$ cat src/core/cam_cfg_pkg.sv
// Package: constants and carrier types for the cam runtime override block
package cam_cfg_pkg;

  localparam int unsigned CAM_COUNT = 8;
  localparam int unsigned MERGE_COUNT = 7;
  localparam int unsigned COUNT_WIDTH = 24;

  // Time base
  localparam int unsigned REF_CLK_HZ = 40_000_000;
  localparam int unsigned RATE_1M_HZ = 1_000_000;
  localparam int unsigned RATE_100K_HZ = 100_000;
  localparam int unsigned RATE_10K_HZ = 10_000;
  localparam int unsigned RATE_1K_HZ = 1_000;
  localparam int unsigned DIV_1M = REF_CLK_HZ / RATE_1M_HZ;
  localparam int unsigned DIV_100K = REF_CLK_HZ / RATE_100K_HZ;
  localparam int unsigned DIV_10K = REF_CLK_HZ / RATE_10K_HZ;
  localparam int unsigned DIV_1K = REF_CLK_HZ / RATE_1K_HZ;
  localparam int unsigned DIV_WIDTH = 16;

  // Internal clock rate codes {hi, lo}
  localparam logic [1:0] RATE_SEL_1M = 2'h0;
  localparam logic [1:0] RATE_SEL_100K = 2'h1;
  localparam logic [1:0] RATE_SEL_10K = 2'h2;
  localparam logic [1:0] RATE_SEL_1K = 2'h3;

  // Threshold codes {hi, lo}
  localparam logic [1:0] THRESH_12V = 2'h0;
  localparam logic [1:0] THRESH_6V = 2'h1;
  localparam logic [1:0] THRESH_1V4 = 2'h2;
  localparam logic [1:0] THRESH_AC = 2'h3;

  typedef enum logic [1:0] {
    filt_high,
    filt_medium,
    filt_low
  } filter_e;

  // Merge destinations, index is cam number minus one
  localparam logic [2:0] MERGE_DEST [MERGE_COUNT] = '{3'h1, 3'h3, 3'h3, 3'h7, 3'h5, 3'h7, 3'h7};

  // One full configuration set: stored or runtime override
  typedef struct packed {
    logic marker_polarity_select;
    logic marker_phase_select;
    logic count_clock_source;
    logic int_clock_rate_hi;
    logic int_clock_rate_lo;
    logic [MERGE_COUNT-1:0] merge_cam;
    logic threshold_sel_hi;
    logic threshold_sel_lo;
    logic filter_sel_hi;
    logic filter_sel_lo;
  } cam_cfg_s;

  // Encoder pin group
  typedef struct packed {
    logic phase_a;
    logic phase_b;
    logic marker;
  } enc_pins_s;

  typedef enum logic [1:0] {
    cnt_quad,
    cnt_internal
  } cnt_mode_e;

endpackage

$ cat src/core/cam_runtime_override_config.sv
// Cam counter with runtime configuration override and output merging
`timescale 1ns/1ps
`default_nettype none

// What this block does
// RULE1: Override enable set takes clock, marker, merge and input setup from override bits.
// RULE2: After reset the stored configuration applies until override is enabled.
// RULE3: Marker polarity bit 0 means active high, 1 means active low marker.
// RULE4: Marker phase bit 0 qualifies during B high, 1 during B low.
// RULE5: Clock source high counts up from the internal clock, ignoring encoder direction.
// RULE6: Clock source low counts from decoded quadrature A and B.
// RULE7: Rate bits 00,01,10,11 pick 1 MHz, 100 kHz, 10 kHz, 1 kHz.
// RULE8: Merge bit 1 removes cam signal from own pin and merges it onward.
// RULE9: Destinations: 1 to 2, 2 to 4, 3 to 4, 4 to 8, 5 to 6, 6 to 8, 7 to 8.
// RULE10: Merges chain; a signal appears at its chain's final destination pin.
// RULE11: A merged-away pin is driven by the host output bit of the same number.
// RULE12: Every merge bit combination is valid, up to eight cams on one pin.
// RULE13: Cam signal 8 always drives pin 8 and has no merge bit.
// RULE14: Threshold and filter follow override bits only while override is enabled.
// RULE15: Threshold bits 00,01,10,11 give 12 V, 6 V, 1.4 V, 0 V AC codes.
// RULE16: Filter bits 00 high, 01 medium, 1x low frequency filter.
// RULE17: Host overriding any bit must drive all override bits explicitly.
// RULE18: Quadrature counts on every A and B edge; rising A with B low counts up.
// RULE19: Each cam has ON and OFF counts; its signal switches at those counts.
// RULE20: A pin carrying merged cam signals is the OR of those signals.
module cam_runtime_override_config #(
  parameter int unsigned COUNT_WIDTH = cam_cfg_pkg::COUNT_WIDTH
) (
  input wire logic ref_clk,
  input wire logic rst,
  input wire cam_cfg_pkg::enc_pins_s enc_pins,
  input wire logic marker_disable,
  input wire cam_cfg_pkg::cam_cfg_s stored_cfg,
  input wire logic override_enable,
  input wire cam_cfg_pkg::cam_cfg_s override_cfg,
  input wire logic [cam_cfg_pkg::MERGE_COUNT-1:0] general_output_bits,
  input wire logic [COUNT_WIDTH-1:0] counts_per_rev,
  input wire logic [cam_cfg_pkg::CAM_COUNT*COUNT_WIDTH-1:0] on_counts,
  input wire logic [cam_cfg_pkg::CAM_COUNT*COUNT_WIDTH-1:0] off_counts,
  output logic [cam_cfg_pkg::CAM_COUNT-1:0] out_pins,
  output logic [COUNT_WIDTH-1:0] position,
  output logic [1:0] threshold_code,
  output cam_cfg_pkg::filter_e filter_code,
  output logic marker_seen
);

  localparam int unsigned NC = cam_cfg_pkg::CAM_COUNT;
  localparam int unsigned NM = cam_cfg_pkg::MERGE_COUNT;

  // **********************************************************
  // State
  // **********************************************************
  typedef struct packed {
    logic [2:0] a_sync;
    logic [2:0] b_sync;
    logic [1:0] m_sync;
    logic [1:0] md_sync;
    logic [cam_cfg_pkg::DIV_WIDTH-1:0] div_cnt;
    logic [COUNT_WIDTH-1:0] count;
    logic marker_prev;
    logic [NC-1:0] cam_sig;
    logic [NC-1:0] pins;
    logic [1:0] thresh;
    cam_cfg_pkg::filter_e filt;
    logic marker_seen;
  } state_s;

  state_s cur;
  state_s next_cur;

  // **********************************************************
  // Helpers
  // **********************************************************
  // Divider terminal count for a rate code
  function automatic logic [cam_cfg_pkg::DIV_WIDTH-1:0] div_limit(input logic [1:0] sel);
    case (sel)
      cam_cfg_pkg::RATE_SEL_1M: div_limit = cam_cfg_pkg::DIV_WIDTH'(cam_cfg_pkg::DIV_1M - 1);
      cam_cfg_pkg::RATE_SEL_100K: div_limit = cam_cfg_pkg::DIV_WIDTH'(cam_cfg_pkg::DIV_100K - 1);
      cam_cfg_pkg::RATE_SEL_10K: div_limit = cam_cfg_pkg::DIV_WIDTH'(cam_cfg_pkg::DIV_10K - 1);
      default: div_limit = cam_cfg_pkg::DIV_WIDTH'(cam_cfg_pkg::DIV_1K - 1);
    endcase
  endfunction

  // Filter decode, low filter whenever the upper bit is set
  function automatic cam_cfg_pkg::filter_e filt_decode(input logic hi, input logic lo);
    if (hi) begin
      filt_decode = cam_cfg_pkg::filt_low; // [RULE16]
    end else if (lo) begin
      filt_decode = cam_cfg_pkg::filt_medium;
    end else begin
      filt_decode = cam_cfg_pkg::filt_high;
    end
  endfunction

  // **********************************************************
  // Configuration select
  // **********************************************************
  cam_cfg_pkg::cam_cfg_s act;
  // Stored set from reset until the host raises override
  assign act = override_enable ? override_cfg : stored_cfg; // [RULE1] [RULE2] [RULE14]

  // **********************************************************
  // Cam windows and merge routing
  // **********************************************************
  logic [NC-1:0] cam_next;
  logic [NC-1:0] final_dest [NC];
  logic [NC-1:0] routed;

  // Window compare per cam; wrapped windows allowed when ON exceeds OFF
  genvar gi;
  generate
    for (gi = 0; gi < NC; gi++) begin : g_cam
      logic [COUNT_WIDTH-1:0] on_c;
      logic [COUNT_WIDTH-1:0] off_c;
      assign on_c = on_counts[gi*COUNT_WIDTH +: COUNT_WIDTH];
      assign off_c = off_counts[gi*COUNT_WIDTH +: COUNT_WIDTH];
      assign cam_next[gi] = (on_c <= off_c) ? (cur.count >= on_c && cur.count < off_c)
                                            : (cur.count >= on_c || cur.count < off_c); // [RULE19]
    end
  endgenerate

  // Follow each cam down its merge chain; destinations only rise, so NC steps suffice
  always_comb begin
    for (int c = 0; c < NC; c++) begin
      logic [2:0] at;
      at = 3'(c);
      for (int s = 0; s < NC; s++) begin
        if (at < 3'(NM) && act.merge_cam[at]) begin // [RULE10] [RULE12]
          at = cam_cfg_pkg::MERGE_DEST[at]; // [RULE9]
        end
      end
      final_dest[c] = NC'(1) << at;
    end
  end

  // Each pin is the OR of every cam whose chain ends on it
  always_comb begin
    routed = '0;
    for (int c = 0; c < NC; c++) begin
      if (cur.cam_sig[c]) begin
        routed = routed | final_dest[c]; // [RULE20]
      end
    end
  end

  // **********************************************************
  // Next state
  // **********************************************************
  always_comb begin
    logic a_now;
    logic b_now;
    logic a_edge;
    logic b_edge;
    logic up;
    logic step;
    logic tick;
    logic mk_active;
    logic mk_rise;
    cam_cfg_pkg::cnt_mode_e mode;
    a_now = 1'b0;
    b_now = 1'b0;
    a_edge = 1'b0;
    b_edge = 1'b0;
    up = 1'b0;
    step = 1'b0;
    tick = 1'b0;
    mk_active = 1'b0;
    mk_rise = 1'b0;
    next_cur = cur;

    // Two flops before any logic looks at a pin
    next_cur.a_sync = {cur.a_sync[1:0], enc_pins.phase_a};
    next_cur.b_sync = {cur.b_sync[1:0], enc_pins.phase_b};
    next_cur.m_sync = {cur.m_sync[0], enc_pins.marker};
    next_cur.md_sync = {cur.md_sync[0], marker_disable};

    a_now = cur.a_sync[1];
    b_now = cur.b_sync[1];
    a_edge = cur.a_sync[1] ^ cur.a_sync[2];
    b_edge = cur.b_sync[1] ^ cur.b_sync[2];

    mode = act.count_clock_source ? cam_cfg_pkg::cnt_internal : cam_cfg_pkg::cnt_quad;

    // Rate divider runs all the time so a switch takes effect cleanly
    if (cur.div_cnt >= div_limit({act.int_clock_rate_hi, act.int_clock_rate_lo})) begin // [RULE7]
      next_cur.div_cnt = '0;
      tick = 1'b1;
    end else begin
      next_cur.div_cnt = cur.div_cnt + 1'b1;
    end

    case (mode)
      cam_cfg_pkg::cnt_internal: begin
        step = tick; // [RULE5]
        up = 1'b1; // [RULE5]
      end
      cam_cfg_pkg::cnt_quad: begin
        // 4X decode: direction from the edge and the other phase
        step = a_edge | b_edge; // [RULE6] [RULE18]
        up = a_edge ? (a_now ^ b_now) : ~(a_now ^ b_now); // [RULE18]
      end
      default: begin
        step = 1'b0;
        up = 1'b1;
      end
    endcase

    // Marker qualified by polarity and B phase; edge re-homes the count in quadrature mode only
    mk_active = (cur.m_sync[1] ^ act.marker_polarity_select) // [RULE3]
                & (b_now ^ act.marker_phase_select) // [RULE4]
                & ~cur.md_sync[1];
    mk_rise = mk_active & ~cur.marker_prev;
    next_cur.marker_prev = mk_active;

    if (mk_rise && mode == cam_cfg_pkg::cnt_quad) begin
      next_cur.count = '0;
      next_cur.marker_seen = 1'b1;
    end else if (step) begin
      if (up) begin
        next_cur.count = (cur.count + 1'b1 >= counts_per_rev) ? '0 : cur.count + 1'b1;
      end else begin
        next_cur.count = (cur.count == '0) ? counts_per_rev - 1'b1 : cur.count - 1'b1;
      end
    end

    next_cur.cam_sig = cam_next;

    // Cam 8 always routed; merged-away pins fall to host bits
    for (int p = 0; p < NC; p++) begin
      if (p < NM && act.merge_cam[p]) begin
        next_cur.pins[p] = general_output_bits[p]; // [RULE8] [RULE11]
      end else begin
        next_cur.pins[p] = routed[p]; // [RULE13]
      end
    end

    next_cur.thresh = {act.threshold_sel_hi, act.threshold_sel_lo}; // [RULE15]
    next_cur.filt = filt_decode(act.filter_sel_hi, act.filter_sel_lo);
  end

  // **********************************************************
  // Register
  // **********************************************************
  always_ff @(posedge ref_clk) begin
    if (rst) begin
      cur <= '0;
      cur.filt <= cam_cfg_pkg::filt_high;
    end else begin
      cur <= next_cur;
    end
  end

  assign out_pins = cur.pins;
  assign position = cur.count;
  assign threshold_code = cur.thresh;
  assign filter_code = cur.filt;
  assign marker_seen = cur.marker_seen;

endmodule // cam_runtime_override_config

`default_nettype wire

$ cat config.mk
export PLATFORM = sky130hd
export DESIGN_NAME = cam_runtime_override_config
export DESIGN_NICKNAME = d
export VERILOG_FILES = /design/src/core/cam_cfg_pkg.sv /design/src/core/cam_runtime_override_config.sv
export SDC_FILE = /design/constraint.sdc
export NUM_CORES = 1
export LEC_CHECK = 0
export BUFFER_PORTS_ARGS = -buffer_cell sky130_fd_sc_hd__buf_2
export CAP_MARGIN = 20
export CORE_MARGIN = 3
export CORE_UTILIZATION = 44
export CTS_CLUSTER_SIZE = 16
export DETAILED_ROUTE_END_ITERATION = 8
export PLACE_DENSITY = 0.69
export SYNTH_ARGS = -nofsm -noshare
export SYNTH_HDL_FRONTEND = slang
export SYNTH_SLANG_ARGS = --single-unit
export TNS_END_PERCENT = 10
$ cat constraint.sdc
create_clock -name ref_clk -period 11 [get_ports ref_clk]
set_input_delay 0.55 -clock ref_clk [delete_from_list [all_inputs] [get_ports ref_clk]]
set_output_delay 0.55 -clock ref_clk [all_outputs]
set_load 0.01 [all_outputs]
* After elaboration in Yosys (flattened, before gate mapping)
Memories as Yosys holds them, arrays and structs flattened.
Cells that the tools add are included.
** Storage, ports and cells
- Memory bits (read-only) :: 1176
- Output and inout port bits :: 37
- Register bits after elaboration :: 72
- Bits in writable memories :: 0
- Bits of input ports :: 454
- Bits in latches :: 0
- Memories kept :: 49
- Logic and storage cells :: 675
** Memory list
- (no name shown) :: words 8, width 3, rd ports 1, clocked after Yosys merged registers in 0, wr ports 0, line cam_runtime_override_config.sv:129 : at = cam_cfg_pkg::MERGE_DEST[at];
- (no name shown) :: words 8, width 3, rd ports 1, clocked after Yosys merged registers in 0, wr ports 0, line cam_runtime_override_config.sv:129
- (no name shown) :: words 8, width 3, rd ports 1, clocked after Yosys merged registers in 0, wr ports 0, line cam_runtime_override_config.sv:129
- (no name shown) :: words 8, width 3, rd ports 1, clocked after Yosys merged registers in 0, wr ports 0, line cam_runtime_override_config.sv:129
- (no name shown) :: words 8, width 3, rd ports 1, clocked after Yosys merged registers in 0, wr ports 0, line cam_runtime_override_config.sv:129
- (no name shown) :: words 8, width 3, rd ports 1, clocked after Yosys merged registers in 0, wr ports 0, line cam_runtime_override_config.sv:129
- +43 memories
** Cells by class
- Add/subtract/negate cells :: 4
- $lt $le $gt $ge :: 173
- Multiply operators :: 0
- Shift operators :: 7
- Eq/ne operators :: 3
- Bitwise operators :: 67
- Multiplexer cells :: 287
- Divide/modulo/power cells :: 0
- Reduce and logical (&&, ||, !) cells :: 72
** Operators with widths (count)
- $mux W3 :: 148
- $ge A24 B24 Y1 :: 9
- $ge A4 B4 Y1 const B :: 49
- $le A24 B24 Y1 :: 8
- $lt A24 B24 Y1 :: 8
- $lt A3 B4 Y1 const B :: 48
- $not A3 Y4 :: 48
- $bmux W1 S3 :: 49
- $lt A3 B3 Y1 const B :: 48
- $mux W1 :: 73
- $mux W24 :: 3
- $mux W8 :: 8
- $logic_and A1 B1 Y1 :: 58
- $shl A1 B3 Y8 const A :: 7
- $or A8 B8 Y8 :: 6
- $pmux W16 S3 :: 1
- $sub A24 B1 Y24 const B :: 2
- $add A24 B1 Y24 const B :: 1
- $logic_not A24 Y1 :: 1
- $add A16 B1 Y16 const B :: 1
- $ge A16 B16 Y1 :: 1
- $mux W16 :: 1
- $logic_or A1 B1 Y1 :: 8
- $mux W2 :: 3
- 13 further kinds :: 24

* Longest topological paths before layout
Gate-level depths: netlist of run 1.
- Depth in word-level cells :: 53
- Mapped depth :: 19
- Gate-level depth less buffers :: 16

* Worst setup path before layout of run 1
OpenSTA, ideal clock, no wires.
- Path kind :: reg-to-reg
- Start :: register cur, in the netlist position[2]
- End :: register cur, in the netlist position[1]
- Library setup time :: 0.086 ns
- Arrival time :: 4.215 ns
- Stages on the path, launching flop included :: 19
- Buffers on the path :: 3
- Period minus slack after synthesis :: 4.300 ns
- Slack :: 6.700 ns
- Path through :: dfxtp_1 clkbuf_1 nand2_1 nor2_1 nand4_1 nor2_1 nand2_1 xnor2_1 ha_1 a211oi_1 nor3b_1 nor4_1 nor2_1 nor3_1 and2_1 clkbuf_1 buf_2 a21oi_1 a211oi_1
** On the way
- Cells in the longest elaborated chain, start to end :: 4
- Elaborated cells on any way between the ends :: 6
- Classes of those cells :: add/sub (1); order compare (1); mux (3); reduce/logical (1)
** RTL lines
- start, declared :: line cam_runtime_override_config.sv:68 : state_s cur;
- start signal, assigned :: line cam_runtime_override_config.sv:249 : cur <= next_cur;
- $add A24 B1 Y24 :: line cam_runtime_override_config.sv:220 : next_cur.count = (cur.count + 1'b1 >= counts_per_rev) ? '0 : cur.count + 1'b1;
- $ge A24 B24 Y1 :: line cam_runtime_override_config.sv:220
- $mux W24 :: line cam_runtime_override_config.sv:220
- $mux W24 (*) :: line cam_runtime_override_config.sv:219 : if (up) begin
Mark *: on every way between the ends. The rest lies on a longest branch, timed or not.
A chain may end at the register's enable or synchronous reset.

* Worst setup path after layout of run 1
- Start :: register cur, in the netlist position[0]
- End :: register cur, in the netlist position[0]
Same word-level chain as after synthesis.

==> flow_summary.yaml, run 1 <==
routing:
  firstDrtPassIters: 6
  ant_nets: 0
  drtIter0Drc: 1385
  remaining_drc_errors: 0
  wl_per_cell_um: 22.1
  vias: 20788
  drt-total-wl_um: 78000
  viasPerCell: 5.89
global_routing:
  grt-ovfl-total: 0
  grt_pass1_vias: 21166
  grt_pass1_wl_um: 119000
  grt_util_all_layers_pct: 32.6
  antenna_found_initial: 23
  grt_max_degree: 35
hold_path:
  hold_path.class: "input pin to flop"
place:
  dpl.hpwl_um: 63500
  gp_congestion: 0.954
  pre_cts_ws_ns: 5.48
  place_area_mm2: 0.0220
  dp.cells: 3500
  io_buffers: 490
yosys:
  synth_top_flop_cell: "dfxtp_1"
  syn_nets: 3548
  synth-async-reset-ratio_pct: 0
  synth_edf_count: 0
  syn_area_mm2: 0.0191
  yosys_warnings: 0
  ys_ff_latch: 72
  ys_seq_area_share_pct: 7.54
  avgSynthCellArea_um2: 7.69
  synth.distinct_cells: 88
  netlist_instances: 2485
clock_network:
  cts_resized: 0
  clock_latency_ns: 0.34
  cts_hold_buffers: 0
  clock-sinks: 72
  cts_buffers: 9
  htree_levels: 3
  clock_path_buffers: 2
  cts_tree: "done"
  cts_root_buf: "clkbuf_16"
  clkTransAtPathRegs_ns: 0.06
  cts_setup_buffers: 0
die:
  fp.coreArea_mm2: 0.0424
  rows: 75
  die_area_mm2: 0.0460
  fp.dieH_um: 214
  start_util_pct: 45.1
  die_x_um: 214
  ios: 491
setup_path:
  cpMostUsedCell: "nor2_1"
  path_cells: "nand3_1, nor2_1, nand4_1, nor2_1, nand2_1, xnor2_1, ha_1, a211oi_1, nor3b_1, nor4_1, nor2_1, nor3_1, and2_1, a221oi_1, a211oi_1"
  slowest_stage: "dfxtp_1"
  cp_max_fo: 24
  cp.required_ns: 11.25
  worstPathArrival_ns: 5.84
  end_kind: "flop"
  worstSetupPathType: "flop to flop"
  max_stage_delay_ns: 0.97
  start_kind: "flop"
run_status:
  status: "completed"
final_layout:
  drive_above_1_share_pct: 20.1
  fin_cells: 3532
  final_util_pct: 52.6
  area_growth_pct: 16.8
  design_area_mm2: 0.0223
  final_nets: 3997
sta:
  finalHoldViolCount: 0
  fin_worst_skew_ns: 0.0101
  worst_slew_margin_rel_pct: 31.5
  drv_slew: 0
  final-setup-viol-count: 0
  final.period_utilization_pct: 50.9
  rsz0062_at_grt: "no"
  whs_ns: 0.430
  fin_setup_tns_ns: 0
  max_freq_ghz: 0.179
  layout_min_cycle_time_ns: 5.59
  fin_ws_ns: 5.41
  worst_pin_slew_ns: 1.03
flow_run:
  drv_cap: 0
power_and_ir_drop:
  p_per_area_mw_per_mm2: 72.4
  ir_worst_vdd_uv: 57.9
  power.leakage_nw: 13.0
  power_mw: 1.62
==> per-layer routing <==
layer  part of all wire [%]  up-vias  global-route usage, %
met4                    5.3        8                   16.0
met5                  0.055        -                      0
met2                     47      904                   57.3
met3                    6.6      256                   3.95
li1                       -     9921                      -
met1                     41     9699                   39.4
==> final timing paths <==
path | from | cells after the start | endpoint | slack, ns
min reg2reg | cur[66] | 1 | cur[67] | 0.44
max | position[0] | 15 | position[0] | 5.41
min | enc_pins[2] | 2 | cur[69] | 0.43
max reg2reg | position[0] | 15 | position[0] | 5.41
==> cells in the final DEF, fill, tap and decap left out, drive strengths merged, types with 14 or more instances in the layout <==
cell type  instances
nor3              40
xnor2             32
nor2b             42
or3               14
o211ai            27
o21ai            162
dfxtp             72
diode             17
a211oi            51
a21oi            165
nand2b            16
nor4              38
xor2              22
a31oi             23
buf              515
mux2i             17
nor2             143
nand3             62
nand4             87
and4              14
inv              423
ha               609
a21o              84
o31ai             14
nand2             88
and3              14
==> cell families after synthesis <==
family          count (synthesis)  synth area share, %
mux                            22                 1.18
simple gates                  593                 16.6
buf+inv                       501                 11.1
compound gates                633                 21.2
xor+xnor                       54                 2.47
fa+ha+maj                     610                 39.9
flops                          72                 7.54
==> worst max-delay path: cells and delay by family, from the launching register on <==
kind	cells	cell delay (ns)
and+or+nand+nor	10	3.32
DFF	1	0.97
AOI/OAI and AO/OA	3	0.69
adders and majority gates	1	0.31
xor gates and xnor gates	1	0.18
==> power breakdown <==
part           switching, mW  leakage, nW  internal, mW
Sequential            0.0225        0.600         0.281
Combinational          0.606         12.2         0.409
Clock                  0.117        0.137         0.180
Total                  0.746         13.0         0.871
==> Yosys cell counts (23+ instances only) <==
cell type  number  area share, %
a211oi_1       51            2.0
a21o_1         84            3.3
a21oi_1       163            4.3
a31oi_1        23           0.75
buf_4          40            1.6
dfxtp_1        72            7.5
ha_1          609             40
inv_1         423            8.3
nand2_1        88            1.7
nand3_1        61            1.6
nand4_1        86            2.8
nor2_1        142            2.8
nor2b_1        42            1.4
nor3_1         38            1.0
nor4_1         32            1.0
o211ai_1       26            1.0
o21ai_0       161            4.2
xnor2_1        32            1.5
==> state kept, by name, indices dropped and copies added, names as in the netlist <==
signal,count
threshold_code,2
cur,35
position,24
marker_seen,1
filter_code,2
out_pins,8
==> final cells by class <==
class / count / area (um2)
fill: 4175 / 20100
multi-input combinational: 1912 / 15600
timing repair buffer: 515 / 2640
inverter: 424 / 1590
sequential: 72 / 1470
tap: 577 / 722
clock buffer: 10 / 239
clock inverter: 5 / 57.6
antenna: 17 / 42.5
(Power assumes the default switching activity.)
==> inputs of run 2 (changes only) <==
PLACE_DENSITY = 0.72   (was 0.69)
clock period = 5 ns   (was 11 ns; I/O delays follow)
==> run 2 against run 1 <==
  * Clock-buffer cell count is 1 lower
  * Die area stayed put
  * Hold slack worse by 0.31 ns
  * Total power is 120% higher
  * Clock power is 120% higher
  * Cell count hardly changed
  * Critical path depth is 1 higher
  * Utilization is 0.15 points higher
  * Combinational power is 120% higher
  * Fmax is 20% higher
  * Largest power group unchanged
==> flow_summary.yaml, run 2 (synthesis results as in run 1) <==
clock_network:
  clock_path_buffers: 2
  clock-sinks: 72
  cts_tree: "done"
  clkTransAtPathRegs_ns: 0.06
  cts_hold_buffers: 0
  htree_levels: 3
  cts_root_buf: "clkbuf_16"
  cts_buffers: 9
  cts_setup_buffers: 0
  clock_latency_ns: 0.34
global_routing:
  grt_util_all_layers_pct: 32.5
  grt_pass1_wl_um: 118000
  grt_pass1_vias: 20931
  grt_max_degree: 35
  antenna_found_initial: 10
  grt-ovfl-total: 0
sta:
  finalHoldViolCount: 0
  worst_slew_margin_rel_pct: 41.9
  drv_slew: 0
  fin_worst_skew_ns: 0.00829
  worst_pin_slew_ns: 0.847
  final.period_utilization_pct: 92.9
  max_freq_ghz: 0.215
  fin_ws_ns: 0.355
  layout_min_cycle_time_ns: 4.64
  fin_setup_tns_ns: 0
  final-setup-viol-count: 0
  whs_ns: 0.118
  rsz0062_at_grt: "no"
setup_path:
  worstPathArrival_ns: 4.90
  end_kind: "flop"
  r2r_cells: 16
  worstSetupPathType: "flop to flop"
  reg2reg_setup_slack_ns: 0.36
  start_kind: "flop"
  cp.required_ns: 5.25
  cp_max_fo: 10
power_and_ir_drop:
  power.switching_mw: 1.69
  p_int_mw: 1.92
  power_mw: 3.62
  clockPowerShare_pct: 18.5
  power.leakage_nw: 13.1
  p_per_area_mw_per_mm2: 162
  pwr-share-seq_pct: 18.6
  p_comb_share_pct: 63.0
  p_sw_share_pct: 46.8
  ir_worst_vdd_uv: 176
die:
  fp.dieH_um: 214
  start_util_pct: 45.1
  rows: 75
  die_x_um: 214
  fp.coreArea_mm2: 0.0424
  die_area_mm2: 0.0460
  ios: 491
routing:
  wl_per_cell_um: 22.3
  remaining_drc_errors: 0
  ant_nets: 0
  viasPerCell: 5.91
  drt-total-wl_um: 78700
  firstDrtPassIters: 6
  vias: 20885
  drtIter0Drc: 1446
place:
  gp_congestion: 1.05
  io_buffers: 490
  dpl.hpwl_um: 65400
  pre_cts_ws_ns: 0.352
final_layout:
  final_util_pct: 52.8
  final_nets: 4008
  area_growth_pct: 17.2
  drive_above_1_share_pct: 20.4
  largest_register_ffs: 35
  layout_commonest_cell: "ha_1"
  layout_common_cells: "609 x ha_1, 490 x buf_2, 423 x inv_1"
  top_register: "cur"
flow_run:
  drv_cap: 0
hold_path:
  min_path_cells: 2
  hold_path.class: "input pin to flop"
run_status:
  status: "completed"
-- run 2: cell count changes in the layout (fill, tap and decap cells not counted) --
cell        change
buf_4          +11
clkbuf_8        -1
clkinv_4        +3
clkinvlp_4      -3
dfxtp_1         +2
dfxtp_2         -2
diode_2        -11
inv_6           +2
nor3_1          -1
nor3_2          +1
-- run 2: layer usage --
metal  up-vias  track usage [%]  part of all wire, %
li1       9959                -                    -
met1      9804             39.3                   41
met2       921             58.5                   48
met3       195             4.07                  6.8
met4         6             12.7                  4.4
met5         -                0                0.071
-- run 2: worst max-delay path, cell delays in order, from the launching register on --
cell and delay (ns):
dfxtp_2 0.48, ha_1 0.24, inv_1 0.07, nor2_1 0.25
nand3_1 0.31, nor3_2 0.38, nand3_1 0.14, xnor2_1 0.25
ha_1 0.29, nor2_1 0.16, nor3b_1 0.07, nor4_1 0.23
nor2_1 0.08, nor3_1 0.51, nand3_1 0.41, or4_1 0.50
a31oi_1 0.16
-- run 2: area by class of cell --
class | count | area [um2]
clock inverters | 7 | 78.8
diodes | 6 | 15.0
inverters | 424 | 1590
clock buffers | 9 | 225
multi-input cells | 1912 | 15600
fillers | 4222 | 20000
flip-flops and latches | 72 | 1470
well taps | 577 | 722
repair buffers | 526 | 2720
-- run 2: final timing paths --
check | endpoint | startpoint
setup / recovery | position[13] | position[1]
hold / removal | cur[69] | enc_pins[2]
setup reg to reg | position[13] | position[1]
hold reg to reg | cur[65] | cur[64]
-- run 2: repair_timing --
item                                    4_1_cts  5_1_grt
resized for setup                             0        1
endpoints found under the setup margin        0        5
endpoints found under the hold margin         0        0
-- run 2: through the flow --
step                      instances  area (um2)
after global routing           3532       22400
after CTS                      3527       22400
after floorplan                2485       19100
after global placement         3511       22100
after detailed placement       3511       22100
final                          3533       22400
-- run 2: power by group through the flow --
stage,combinational (mW),sequential (mW),clock [mW]
final,2.28,0.672,0.668
after global routing,2.52,0.676,0.702
after CTS,2.24,0.670,0.676
after detailed placement,2.22,0.683,0
after global placement,2.17,0.682,0
after floorplan,1.39,0.699,0
